===== src/inc/lsu_regs.svh =====
// Purpose: named constants for the accumulator load/store unit
// Assumes: one clock, synchronous active-low reset
// Notes:   widths, counts and encodings used by the datapath
//
// What this block does
// RULE1 - address load converts octal operand to binary
// RULE2 - load of zero sets load zero flag
// RULE3 - back-to-back loads push earlier accumulator value
// RULE4 - indexed load adds stack offset, clears upper
// RULE5 - table load picks constant by stack offset
// RULE6 - real load moves 32 bits, memory or immediate
// RULE7 - single store writes accumulator low word
// RULE8 - double store writes two consecutive words
// RULE9 - bit-field store writes 1..32 low bits
// RULE10 - indexed store writes stack word, clears upper
// RULE11 - eight level stack drops oldest on push
// RULE12 - accumulator cleared at every scan end
// RULE13 - store cancels the pending push
`ifndef LSU_REGS_SVH
`define LSU_REGS_SVH

`define ACC_W          32
`define WORD_W         16
`define HALF_LO        15:0
`define HALF_HI        31:16
`define STACK_DEPTH    8
`define CNT_W          6
`define BITS_MAX       6'h20
`define BITS_MIN       6'h01
`define OCT_DIGITS     6
`define OCT_BIN_W      18
`define ACC_ZERO       32'h0000_0000
`define WORD_ZERO      16'h0000
`define ADDR_ONE       16'h0001
`define CNT_ZERO       6'h00
`define CNT_ONE        6'h01

`endif


===== src/inc/lsu_pkg.sv =====
// Purpose: types shared by the load/store unit modules
// Assumes: lsu_regs.svh holds the numeric constants
// Notes:   operation codes and controller states
`default_nettype none
package lsu_pkg;

    typedef enum logic [3:0] {
        OP_OCTAL_ADDRESS_LOAD,
        OP_INDEXED_WORD_LOAD,
        OP_TABLE_INDEXED_LOAD,
        OP_REAL_VALUE_LOAD,
        OP_SINGLE_WORD_STORE,
        OP_DOUBLE_WORD_STORE,
        OP_BIT_FIELD_STORE,
        OP_INDEXED_WORD_STORE
    } op_code_t;

    typedef enum logic [2:0] {
        S_IDLE,
        S_EXEC,
        S_RD_A,
        S_RD_B,
        S_RD_C,
        S_WR_A,
        S_WR_B,
        S_BITS
    } lsu_state_t;

endpackage
`default_nettype wire


===== src/inc/acc_stack_if.sv =====
// Purpose: link between the controller and the accumulator stack
// Assumes: one clock domain
// Notes:   push is a one-cycle strobe with its data
`default_nettype none
`include "lsu_regs.svh"
interface acc_stack_if;
    logic                push;
    logic [`ACC_W-1:0]   push_data;
    logic [`ACC_W-1:0]   level1;

    modport ctrl  (output push, output push_data, input  level1);
    modport stack (input  push, input  push_data, output level1);
endinterface
`default_nettype wire


===== src/rtl/acc_stack.sv =====
// Purpose: eight level accumulator stack
// Assumes: push strobe from the controller
// Notes:   the oldest level falls off on push
`default_nettype none
`include "lsu_regs.svh"
module acc_stack (
    input  wire logic    sys_clk,
    input  wire logic    rstn,
    acc_stack_if.stack   stk
);
    logic [`ACC_W-1:0] level_q [`STACK_DEPTH];

    // ----------------------------------------
    // shift levels down on push
    // ----------------------------------------
    genvar i;
    for (i = 0; i < `STACK_DEPTH; i++) begin : g_level
        if (i == 0) begin : g_top
            always_ff @(posedge sys_clk) begin
                if (!rstn) begin
                    level_q[i] <= `ACC_ZERO;
                end else if (stk.push) begin
                    level_q[i] <= stk.push_data;
                end
            end
        end else begin : g_rest
            always_ff @(posedge sys_clk) begin
                if (!rstn) begin
                    level_q[i] <= `ACC_ZERO;
                end else if (stk.push) begin
                    level_q[i] <= level_q[i-1]; // RULE11
                end
            end
        end
    end

    assign stk.level1 = level_q[0];
endmodule
`default_nettype wire


===== src/rtl/accumulator_load_store_unit.sv =====
// Purpose: load/store datapath around the accumulator and its stack
// Assumes: word memory answers a read one cycle after mem_rd
// Notes:   one operation at a time, taken while op_ready is high
`default_nettype none
`include "lsu_regs.svh"
module accumulator_load_store_unit
    import lsu_pkg::*;
(
    input  wire logic                 sys_clk,
    input  wire logic                 rstn,
    input  wire logic                 op_valid,
    input  wire op_code_t             op_code,
    input  wire logic [`ACC_W-1:0]    op_operand,
    input  wire logic [`CNT_W-1:0]    op_count,
    input  wire logic                 op_imm,
    input  wire logic                 scan_end,
    input  wire logic [`WORD_W-1:0]   mem_rdata,
    output logic                      op_ready,
    output logic                      op_done,
    output logic [`ACC_W-1:0]         acc,
    output logic                      load_zero_flag,
    output logic                      mem_rd,
    output logic                      mem_wr,
    output logic                      mem_const,
    output logic [`WORD_W-1:0]        mem_addr,
    output logic [`WORD_W-1:0]        mem_wdata,
    output logic                      bit_we,
    output logic [`WORD_W-1:0]        bit_addr,
    output logic                      bit_wdata
);

    // ----------------------------------------
    // declarations
    // ----------------------------------------
    lsu_state_t              state_q;
    lsu_state_t              state_d;
    op_code_t                op_q;
    logic [`ACC_W-1:0]       opnd_q;
    logic                    imm_q;
    logic [`CNT_W-1:0]       last_q;
    logic [`CNT_W-1:0]       bit_idx_q;
    logic [`CNT_W-1:0]       bit_idx_d;
    logic [`CNT_W-1:0]       cnt_eff;
    logic [`WORD_W-1:0]      lo_q;
    logic [`ACC_W-1:0]       acc_q;
    logic                    zero_q;
    logic                    pending_q;
    logic                    ready_q;
    logic                    done_q;
    logic                    mem_rd_q;
    logic                    mem_wr_q;
    logic                    mem_const_q;
    logic [`WORD_W-1:0]      mem_addr_q;
    logic [`WORD_W-1:0]      mem_wdata_q;
    logic                    bit_we_q;
    logic [`WORD_W-1:0]      bit_addr_q;
    logic                    bit_wdata_q;
    logic                    accept;
    logic                    accept_load;
    logic                    accept_store;
    logic                    load_fin;
    logic [`ACC_W-1:0]       load_val;
    logic [`OCT_BIN_W-1:0]   oct_bin;
    logic [`WORD_W-1:0]      addr_eff;
    logic [`WORD_W-1:0]      addr_hi;
    logic                    is_double;

    acc_stack_if stk ();

    acc_stack u_stack (
        .sys_clk (sys_clk),
        .rstn    (rstn),
        .stk     (stk)
    );

    // ----------------------------------------
    // operation acceptance
    // ----------------------------------------
    assign accept = op_valid && (state_q == S_IDLE);

    always_comb begin
        case (op_code)
            OP_OCTAL_ADDRESS_LOAD,
            OP_INDEXED_WORD_LOAD,
            OP_TABLE_INDEXED_LOAD,
            OP_REAL_VALUE_LOAD: begin
                accept_load  = accept;
                accept_store = 1'b0;
            end
            default: begin
                accept_load  = 1'b0;
                accept_store = accept;
            end
        endcase
    end

    // push the old accumulator before the new load lands
    assign stk.push      = accept_load && pending_q; // RULE3
    assign stk.push_data = acc_q;

    always_comb begin
        if (op_count > `BITS_MAX) begin
            cnt_eff = `BITS_MAX;
        end else if (op_count == `CNT_ZERO) begin
            cnt_eff = `BITS_MIN;
        end else begin
            cnt_eff = op_count;
        end
    end

    always_ff @(posedge sys_clk) begin
        if (!rstn) begin
            op_q   <= OP_OCTAL_ADDRESS_LOAD;
            opnd_q <= `ACC_ZERO;
            imm_q  <= 1'b0;
            last_q <= `CNT_ZERO;
        end else if (accept) begin
            op_q   <= op_code;
            opnd_q <= op_operand;
            imm_q  <= op_imm;
            last_q <= cnt_eff - `CNT_ONE; // RULE9
        end
    end

    // ----------------------------------------
    // pending push tracking
    // ----------------------------------------
    always_ff @(posedge sys_clk) begin
        if (!rstn) begin
            pending_q <= 1'b0;
        end else if (scan_end) begin
            pending_q <= 1'b0;
        end else if (accept_load) begin
            pending_q <= 1'b1; // RULE3
        end else if (accept_store) begin
            pending_q <= 1'b0; // RULE13
        end
    end

    // ----------------------------------------
    // address arithmetic
    // ----------------------------------------
    genvar g;
    for (g = 0; g < `OCT_DIGITS; g++) begin : g_oct
        assign oct_bin[3*g +: 3] = opnd_q[4*g +: 3]; // RULE1
    end

    always_comb begin
        case (op_q)
            OP_INDEXED_WORD_LOAD,
            OP_TABLE_INDEXED_LOAD: addr_eff = opnd_q[`HALF_LO] + stk.level1[`HALF_LO]; // RULE4 RULE5
            OP_INDEXED_WORD_STORE: addr_eff = opnd_q[`HALF_LO] + acc_q[`HALF_LO]; // RULE10
            default:               addr_eff = opnd_q[`HALF_LO];
        endcase
    end

    assign addr_hi   = addr_eff + `ADDR_ONE;
    assign is_double = (op_q == OP_REAL_VALUE_LOAD) || (op_q == OP_DOUBLE_WORD_STORE);

    // ----------------------------------------
    // sequencer
    // ----------------------------------------
    always_comb begin
        state_d = state_q;
        case (state_q)
            S_IDLE: begin
                if (op_valid) begin
                    state_d = S_EXEC;
                end
            end
            S_EXEC: begin
                case (op_q)
                    OP_OCTAL_ADDRESS_LOAD: state_d = S_IDLE;
                    OP_REAL_VALUE_LOAD:    state_d = imm_q ? S_IDLE : S_RD_A;
                    OP_INDEXED_WORD_LOAD,
                    OP_TABLE_INDEXED_LOAD: state_d = S_RD_A;
                    OP_BIT_FIELD_STORE:    state_d = S_BITS;
                    default:               state_d = S_WR_A;
                endcase
            end
            S_RD_A: state_d = S_RD_B;
            S_RD_B: state_d = is_double ? S_RD_C : S_IDLE;
            S_RD_C: state_d = S_IDLE;
            S_WR_A: state_d = is_double ? S_WR_B : S_IDLE;
            S_WR_B: state_d = S_IDLE;
            S_BITS: begin
                if (bit_idx_q == last_q) begin
                    state_d = S_IDLE;
                end
            end
            default: state_d = S_IDLE;
        endcase
    end

    always_ff @(posedge sys_clk) begin
        if (!rstn) begin
            state_q <= S_IDLE;
        end else begin
            state_q <= state_d;
        end
    end

    always_ff @(posedge sys_clk) begin
        if (!rstn) begin
            ready_q <= 1'b0;
            done_q  <= 1'b0;
        end else begin
            ready_q <= (state_d == S_IDLE);
            done_q  <= (state_q != S_IDLE) && (state_d == S_IDLE);
        end
    end

    // ----------------------------------------
    // load result
    // ----------------------------------------
    always_comb begin
        load_fin = 1'b0;
        load_val = `ACC_ZERO;
        case (state_q)
            S_EXEC: begin
                if (op_q == OP_OCTAL_ADDRESS_LOAD) begin
                    load_fin = 1'b1;
                    load_val = {`WORD_ZERO, oct_bin[`HALF_LO]}; // RULE1
                end else if (op_q == OP_REAL_VALUE_LOAD && imm_q) begin
                    load_fin = 1'b1;
                    load_val = opnd_q; // RULE6
                end
            end
            S_RD_B: begin
                if (!is_double) begin
                    load_fin = 1'b1;
                    load_val = {`WORD_ZERO, mem_rdata}; // RULE4 RULE5
                end
            end
            S_RD_C: begin
                load_fin = 1'b1;
                load_val = {mem_rdata, lo_q}; // RULE6
            end
            default: begin
                load_fin = 1'b0;
            end
        endcase
    end

    always_ff @(posedge sys_clk) begin
        if (!rstn) begin
            lo_q <= `WORD_ZERO;
        end else if (state_q == S_RD_B) begin
            lo_q <= mem_rdata;
        end
    end

    // ----------------------------------------
    // accumulator and zero flag
    // ----------------------------------------
    always_ff @(posedge sys_clk) begin
        if (!rstn) begin
            acc_q <= `ACC_ZERO;
        end else if (scan_end) begin
            acc_q <= `ACC_ZERO; // RULE12
        end else if (load_fin) begin
            acc_q <= load_val;
        end else if (state_q == S_WR_A && op_q == OP_INDEXED_WORD_STORE) begin
            acc_q[`HALF_HI] <= `WORD_ZERO; // RULE10
        end
    end

    always_ff @(posedge sys_clk) begin
        if (!rstn) begin
            zero_q <= 1'b0;
        end else if (load_fin) begin
            zero_q <= (load_val == `ACC_ZERO); // RULE2
        end
    end

    // ----------------------------------------
    // word memory port
    // ----------------------------------------
    always_ff @(posedge sys_clk) begin
        if (!rstn) begin
            mem_rd_q    <= 1'b0;
            mem_wr_q    <= 1'b0;
            mem_const_q <= 1'b0;
            mem_addr_q  <= `WORD_ZERO;
            mem_wdata_q <= `WORD_ZERO;
        end else begin
            mem_rd_q    <= (state_d == S_RD_A) || (state_d == S_RD_B && is_double);
            mem_wr_q    <= (state_d == S_WR_A) || (state_d == S_WR_B); // RULE7 RULE8
            mem_const_q <= (op_q == OP_TABLE_INDEXED_LOAD) && (state_d == S_RD_A); // RULE5
            if (state_d == S_RD_B || state_d == S_WR_B) begin
                mem_addr_q <= addr_hi; // RULE8
            end else begin
                mem_addr_q <= addr_eff;
            end
            if (state_d == S_WR_B) begin
                mem_wdata_q <= acc_q[`HALF_HI]; // RULE8
            end else if (op_q == OP_INDEXED_WORD_STORE) begin
                mem_wdata_q <= stk.level1[`HALF_LO]; // RULE10
            end else begin
                mem_wdata_q <= acc_q[`HALF_LO]; // RULE7
            end
        end
    end

    // ----------------------------------------
    // discrete bit port
    // ----------------------------------------
    assign bit_idx_d = (state_q == S_BITS) ? bit_idx_q + `CNT_ONE : `CNT_ZERO;

    always_ff @(posedge sys_clk) begin
        if (!rstn) begin
            bit_idx_q   <= `CNT_ZERO;
            bit_we_q    <= 1'b0;
            bit_addr_q  <= `WORD_ZERO;
            bit_wdata_q <= 1'b0;
        end else begin
            bit_we_q <= (state_d == S_BITS); // RULE9
            if (state_d == S_BITS) begin
                bit_idx_q   <= bit_idx_d;
                bit_addr_q  <= opnd_q[`HALF_LO] + {{(`WORD_W-`CNT_W){1'b0}}, bit_idx_d};
                bit_wdata_q <= acc_q[bit_idx_d[`CNT_W-2:0]]; // RULE9
            end
        end
    end

    // ----------------------------------------
    // outputs
    // ----------------------------------------
    assign op_ready       = ready_q;
    assign op_done        = done_q;
    assign acc            = acc_q;
    assign load_zero_flag = zero_q;
    assign mem_rd         = mem_rd_q;
    assign mem_wr         = mem_wr_q;
    assign mem_const      = mem_const_q;
    assign mem_addr       = mem_addr_q;
    assign mem_wdata      = mem_wdata_q;
    assign bit_we         = bit_we_q;
    assign bit_addr       = bit_addr_q;
    assign bit_wdata      = bit_wdata_q;

endmodule
`default_nettype wire


===== config.mk =====
export PLATFORM = sky130hd
export DESIGN_NAME = accumulator_load_store_unit
export DESIGN_NICKNAME = d
export VERILOG_FILES = /design/src/inc/lsu_pkg.sv /design/src/inc/acc_stack_if.sv /design/src/rtl/acc_stack.sv /design/src/rtl/accumulator_load_store_unit.sv
export VERILOG_INCLUDE_DIRS = /design/src /design/src/inc
export SDC_FILE = /design/constraint.sdc
export NUM_CORES = 1
export LEC_CHECK = 0
export BUFFER_PORTS_ARGS = -buffer_cell sky130_fd_sc_hd__buf_2
export CELL_PAD_IN_SITES_DETAIL_PLACEMENT = 0
export CELL_PAD_IN_SITES_GLOBAL_PLACEMENT = 1
export CORE_ASPECT_RATIO = 1.5
export CORE_UTILIZATION = 46
export DETAILED_ROUTE_END_ITERATION = 12
export GPL_ROUTABILITY_DRIVEN = 1
export HOLD_SLACK_MARGIN = 0.08
export PLACE_DENSITY = 0.93
export SLEW_MARGIN = 20
export SYNTH_ARGS = -nofsm -noshare
export SYNTH_HDL_FRONTEND = slang
export SYNTH_SLANG_ARGS = --single-unit

===== constraint.sdc =====
create_clock -name sys_clk -period 8.78 [get_ports sys_clk]
set_input_delay 1.756 -clock sys_clk [delete_from_list [all_inputs] [get_ports sys_clk]]
set_output_delay 1.756 -clock sys_clk [all_outputs]
set_load 0.1 [all_outputs]

# Word-level counts from Yosys, hierarchy flattened
# Memories as Yosys holds them, arrays and structs flattened.
# Index checks and enable logic that the tools add are counted.
# classes
addsub	6
n_lt_le_gt_ge	2
n_eq_ne	22
muxes	42
bitwise	9
reduce_logical	24
# op_table
operator	count
32-bit 2-to-1 mux	10
16-bit 2-to-1 mux	6
32-bit case mux with 3 select lines	1
16-bit adder	2
32-bit zero test	1
16-bit case mux with 2 select lines	1
3-bit == test (second input constant)	7
3-bit case mux with 7 select lines	1
6-bit 2-to-1 mux	3
16-bit by 1-bit adder with 16-bit output (second input constant)	1
16-bit by 6-bit adder with 16-bit output	1
4-bit by 2-bit == test with 1-bit output (second input constant)	4
3-bit by 2-bit == test with 1-bit output (second input constant)	4
4-bit by 3-bit == test with 1-bit output (second input constant)	3
1-bit 2-to-1 mux	12
3-bit 2-to-1 mux	4
3-bit case mux with 4 select lines	1
4-bit by 1-bit == test with 1-bit output (second input constant)	2
4-bit zero test	2
1-bit OR	8
1-bit logical AND	7
6-bit by 1-bit adder with 6-bit output (second input constant)	1
6-bit == test	1
6-bit > comparator (second input constant)	1
other kinds (14)	21
# totals
regBits	157
mem_bits_rw	256
in_bits	63
memories	1
# mem_list
memory	depth	width	read_ports	rd_ports_with_merged_regs	wr	line_no	source
u_stack.level_q	8	32	7	0	8	acc_stack.sv:11	logic [`ACC_W-1:0] level_q [`STACK_DEPTH];

# Depth between registers and ports, before layout
# depth
depth_word	8
depth_mapped	17

# Hierarchy
# A second synthesis with hierarchy kept.
# hier_totals
hier_cells	1131
area_unflattened_um2	9784.4
# by_module_without_submodules
module	instances	cells_per_inst	area_each_um2	seq_area_each_um2
accumulator_load_store_unit	1	1060	8545.7	3143.0
acc_stack	1	71	1238.7	960.9

# Worst setup path after synthesis
# No wires, ideal clock.
# synth_path
kind	register to register
start	register op_q[3]
end	register mem_addr_q[14] (netlist: mem_addr[14])
arrival_ps	4066
required_time_ps	8702
setup_slack_ps	4636
stages_incl_launch_ff	18
n_path_buf	2
cell_sequence	dfxtp_1 -> buf_2 -> inv_2 -> nand4_1 -> clkbuf_1 -> mux2_2 -> ha_1 -> inv_1 -> fa_1 -> or4_1 -> nand2_1 -> ha_1 -> nand2b_1 -> or2_2 -> a2111oi_4 -> nand2_2 -> o31a_1 -> nor3_1
# synth_via
elab_chain_cells	7
word_cells_on_any_way	19
classes_between	add/sub: 1; eq/ne: 8; mux: 6; reduce/logical: 4
# synth_lines
item	line_no	source
from (decl)	accumulator_load_store_unit.sv:37	op_code_t op_q;
from (signal assigned)	accumulator_load_store_unit.sv:118	op_q <= op_code;
branches (longest 6 deep; another with 16-bit by 1-bit adder with 16-bit output)	-	
16-bit 2-to-1 mux (*)	accumulator_load_store_unit.sv:290	if (state_d == S_RD_B || state_d == S_WR_B) begin
to (signal assigned)	accumulator_load_store_unit.sv:284	mem_addr_q <= `WORD_ZERO;
to (signal assigned)	accumulator_load_store_unit.sv:291	mem_addr_q <= addr_hi;
to (signal assigned)	accumulator_load_store_unit.sv:293	mem_addr_q <= addr_eff;
to (decl)	accumulator_load_store_unit.sv:53	logic [`WORD_W-1:0] mem_addr_q;
# Every way passes the cells marked *.
# A chain may end at the register's enable or synchronous reset.

# Worst setup path after layout
# Same ends and word-level chain as after synthesis.

==> results.toml <==
[die]
io-pin-count = 151
die-height_um = 173
coreArea_mm2 = 0.0192
chip_width_um = 116
die_area_mm2 = 0.0202
initial_util_pct = 47.0
placement_rows = 62

[worst_setup_path]
critical_path_peak_fanout = 34
worst-r2r-setup-slack_ns = 4.42
worstSetupEndpointType = "flip-flop"
crit-reg2reg-launch = "op_q[3]"
setup.worst_path.start_class = "flip-flop"
worst_ep_required_time_ns = 9.14
crit_arrival_ns = 4.72
cp-startpoint = "op_q[3]"
setup.worst_path.class = "reg -> reg"

[logic_synthesis]
syn-mean-instance-area_um2 = 8.40
synthCells = 1073
ys_seq_elements = 173
ys_dominant_reg_cell = "sky130_fd_sc_hd__dfxtp_1"
ys_async_sr_fraction_pct = 0
mappedNetlistNets = 1165
yosysSeqAreaShare_pct = 40.2
syn_area_mm2 = 0.00901
count_of_synthesis_stage_warnings_from_yosys = 0
synthDistinctLibCells = 72
edff_count_synth = 16

[timing]
worstMarginPinSlew_ns = 1.06
post-route-period-util_pct = 49.6
setup_tns_ns = 0
final_hold_viol_count = 0
final_period_minus_worst_setup_slack_ns = 4.36
timing.slew.headroom_pct = 29.5
maxClockFrequency_mhz = 230
grt_setup_unrepaired = "no"
final-max-slew-violation-count = 0
setup_viol = 0
finClkSkew_ns = 0.0120

[final_layout]
layout_overhead_on_the_synthesized_area_pct = 16.4
antenna_cells_inserted = 0
nets = 1274
layout.filler_cells = 1862
layout.cells.most_common_list = "sky130_fd_sc_hd__nand2_1 (189), sky130_fd_sc_hd__dfxtp_1 (157), sky130_fd_sc_hd__buf_2 (150)"
drive_gt1_share_pct = 19.0
final_common_cell = "sky130_fd_sc_hd__nand2_1"

[drt]
routed-via-count = 8418
drc = 0
postRouteAntennaNets = 0
detailed_routing_iterations_pass_1 = 6
routedWlPerCell_um = 18.7
initialDrtViolationCount = 587
routed_wl_um = 27100
detail_route.vias_per_cell = 5.80

[clocking]
clk_path_buf_depth = 2
source_to_sink_clock_delay_at_the_later_pin_of_the_worst_skew_pair_ns = 0.45
cts_inserted_buffers = 17
cts-resized-gates = 0
htree_num_levels = 4
cts.root.buffer_cell = "sky130_fd_sc_hd__clkbuf_16"
clock_tree_from_tritoncts = "built"
cts.repair_timing.setup_buffer_count = 0
postCtsHoldBufs = 0
clkSlewWorstSetupHoldPaths_ns = 0.07
cts.sinks = 173

[run]
timing.max_cap.violations = 0

[worst_hold_path]
holdCritStartpoint = "lo_q[14]"
worstHoldPathType = "reg -> reg"

[global_route]
antenna_found_initial = 0
gr-total-overflow = 0
grt_first_pass_wirelength_um = 41800
global_route.usage.total_pct = 27.5
grt_pass1_vias = 7943
grt_start_max_net_pins = 80

[placed_design]
buffer_ports.inserted = 150
dp_hpwl_um = 20400
gp_routability_congestion = 0.926

[power]
post-layout-total-power_w = 0.00194
power.ir.vdd_worst_mv = 0.135
power_density_mw_per_mm2 = 185
leakage_nw = 4.41

[status]
run_status = "completed"
## final timing paths
kind	end	depth (start not counted)
worst max-delay path	mem_addr[14]	16
worst min-delay path	lo_q[14]	2
worst max register to register	mem_addr[14]	16
worst min register to register	lo_q[14]	2
## metrics by stage
step	setup slack [ns]	hold WS [ns]	std cells	utilization, %	area [um^2]
floorplan	4.64	0.436	1073	-	9010
global placement	4.57	0.441	1419	51.6	9900
detailed placement	4.46	0.447	1419	51.6	9900
CTS	4.45	0.456	1451	54.7	10500
global route	4.17	0.469	1451	54.7	10500
finish	4.42	0.456	1451	54.7	10500
## routing by layer
metal	share of wire (%)	global-route usage [%]	wire length [um]
met1	38	31.2	10300
met4	5.0	15.7	1340
met5	0	0	0
met2	52	48.0	14000
met3	5.3	4.13	1450
## final cells by class
type	count	area (um^2)	area share [%]
Clock buffer	19	454	4.33
Tap cell	256	320	3.06
Clock inverter	13	131	1.25
Multi-Input combinational cell	815	5060	48.2
Inverter	11	42.5	0.406
Sequential cell	173	3620	34.6
Timing Repair Buffer	164	856	8.16
## power breakdown
part | switching [W] | internal [W]
sequential | 0.0000393 | 0.000826
clock | 0.000333 | 0.000413
combinational | 0.000232 | 0.0000948
## cell usage after synthesis, types with 5 or more instances
master,instances,share of area [%]
sky130_fd_sc_hd__xnor2_1,23,2.2
sky130_fd_sc_hd__a21o_1,9,0.75
sky130_fd_sc_hd__a211oi_1,39,3.2
sky130_fd_sc_hd__clkbuf_1,59,2.5
sky130_fd_sc_hd__nand4_1,11,0.76
sky130_fd_sc_hd__nand2b_1,5,0.35
sky130_fd_sc_hd__a221oi_1,14,1.4
sky130_fd_sc_hd__ha_1,27,3.7
sky130_fd_sc_hd__nor4_1,12,0.83
sky130_fd_sc_hd__nor2_1,111,4.6
sky130_fd_sc_hd__xor2_1,18,1.7
sky130_fd_sc_hd__nand3_1,13,0.72
sky130_fd_sc_hd__o21ai_0,18,1.0
sky130_fd_sc_hd__mux2_2,15,1.9
sky130_fd_sc_hd__a32oi_1,5,0.49
sky130_fd_sc_hd__a222oi_1,18,2.0
sky130_fd_sc_hd__dfxtp_1,157,35
sky130_fd_sc_hd__or3_1,8,0.56
sky130_fd_sc_hd__and2_1,27,1.9
sky130_fd_sc_hd__o211ai_1,5,0.42
sky130_fd_sc_hd__nor2b_1,14,0.97
sky130_fd_sc_hd__mux2i_1,40,4.4
sky130_fd_sc_hd__inv_1,9,0.37
sky130_fd_sc_hd__nor3_1,12,0.67
sky130_fd_sc_hd__a21oi_1,108,6.0
sky130_fd_sc_hd__buf_2,9,0.50
sky130_fd_sc_hd__nand2_1,189,7.9
sky130_fd_sc_hd__edfxtp_1,16,5.3
sky130_fd_sc_hd__and3_1,10,0.69
## registers in the layout, indices dropped and copies added (netlist names), 3 cells and up
signal and count:
bit_idx_q 6, bit_addr 16, acc 32, op_q 4, opnd_q 32, lo_q 16, mem_addr 16, last_q 6
state_q 3, mem_wdata 16, u_stack.level_q 16
## kinds of logic (layout without fill, tap and decap cells)
kind of cell,count (synthesis),in the layout,synth area share [%]
adders and majority gates,29,29,4.19
muxes,56,56,6.57
AOI/OAI and AO/OA,256,256,19.1
buffers and inverters,85,207,3.83
xor gates and xnor gates,42,42,4.29
DFF,173,173,40.2
and+or+nand+nor,432,432,21.8
## worst max-delay path: stages, from the launching register on
cell and delay, ns:
sky130_fd_sc_hd__dfxtp_1 0.50, sky130_fd_sc_hd__inv_2 0.12, sky130_fd_sc_hd__nand4_1 0.09, sky130_fd_sc_hd__buf_4 0.42, sky130_fd_sc_hd__mux2_2 0.39, sky130_fd_sc_hd__ha_1 0.20, sky130_fd_sc_hd__inv_1 0.08, sky130_fd_sc_hd__fa_1 0.40
sky130_fd_sc_hd__or4_1 0.53, sky130_fd_sc_hd__nand2_1 0.12, sky130_fd_sc_hd__ha_1 0.16, sky130_fd_sc_hd__nand2b_1 0.09, sky130_fd_sc_hd__or2_2 0.37, sky130_fd_sc_hd__a2111oi_4 0.26, sky130_fd_sc_hd__nand2_2 0.12, sky130_fd_sc_hd__o31a_1 0.27
sky130_fd_sc_hd__nor3_1 0.15
Note: power is estimated with default switching activity, not from simulation.
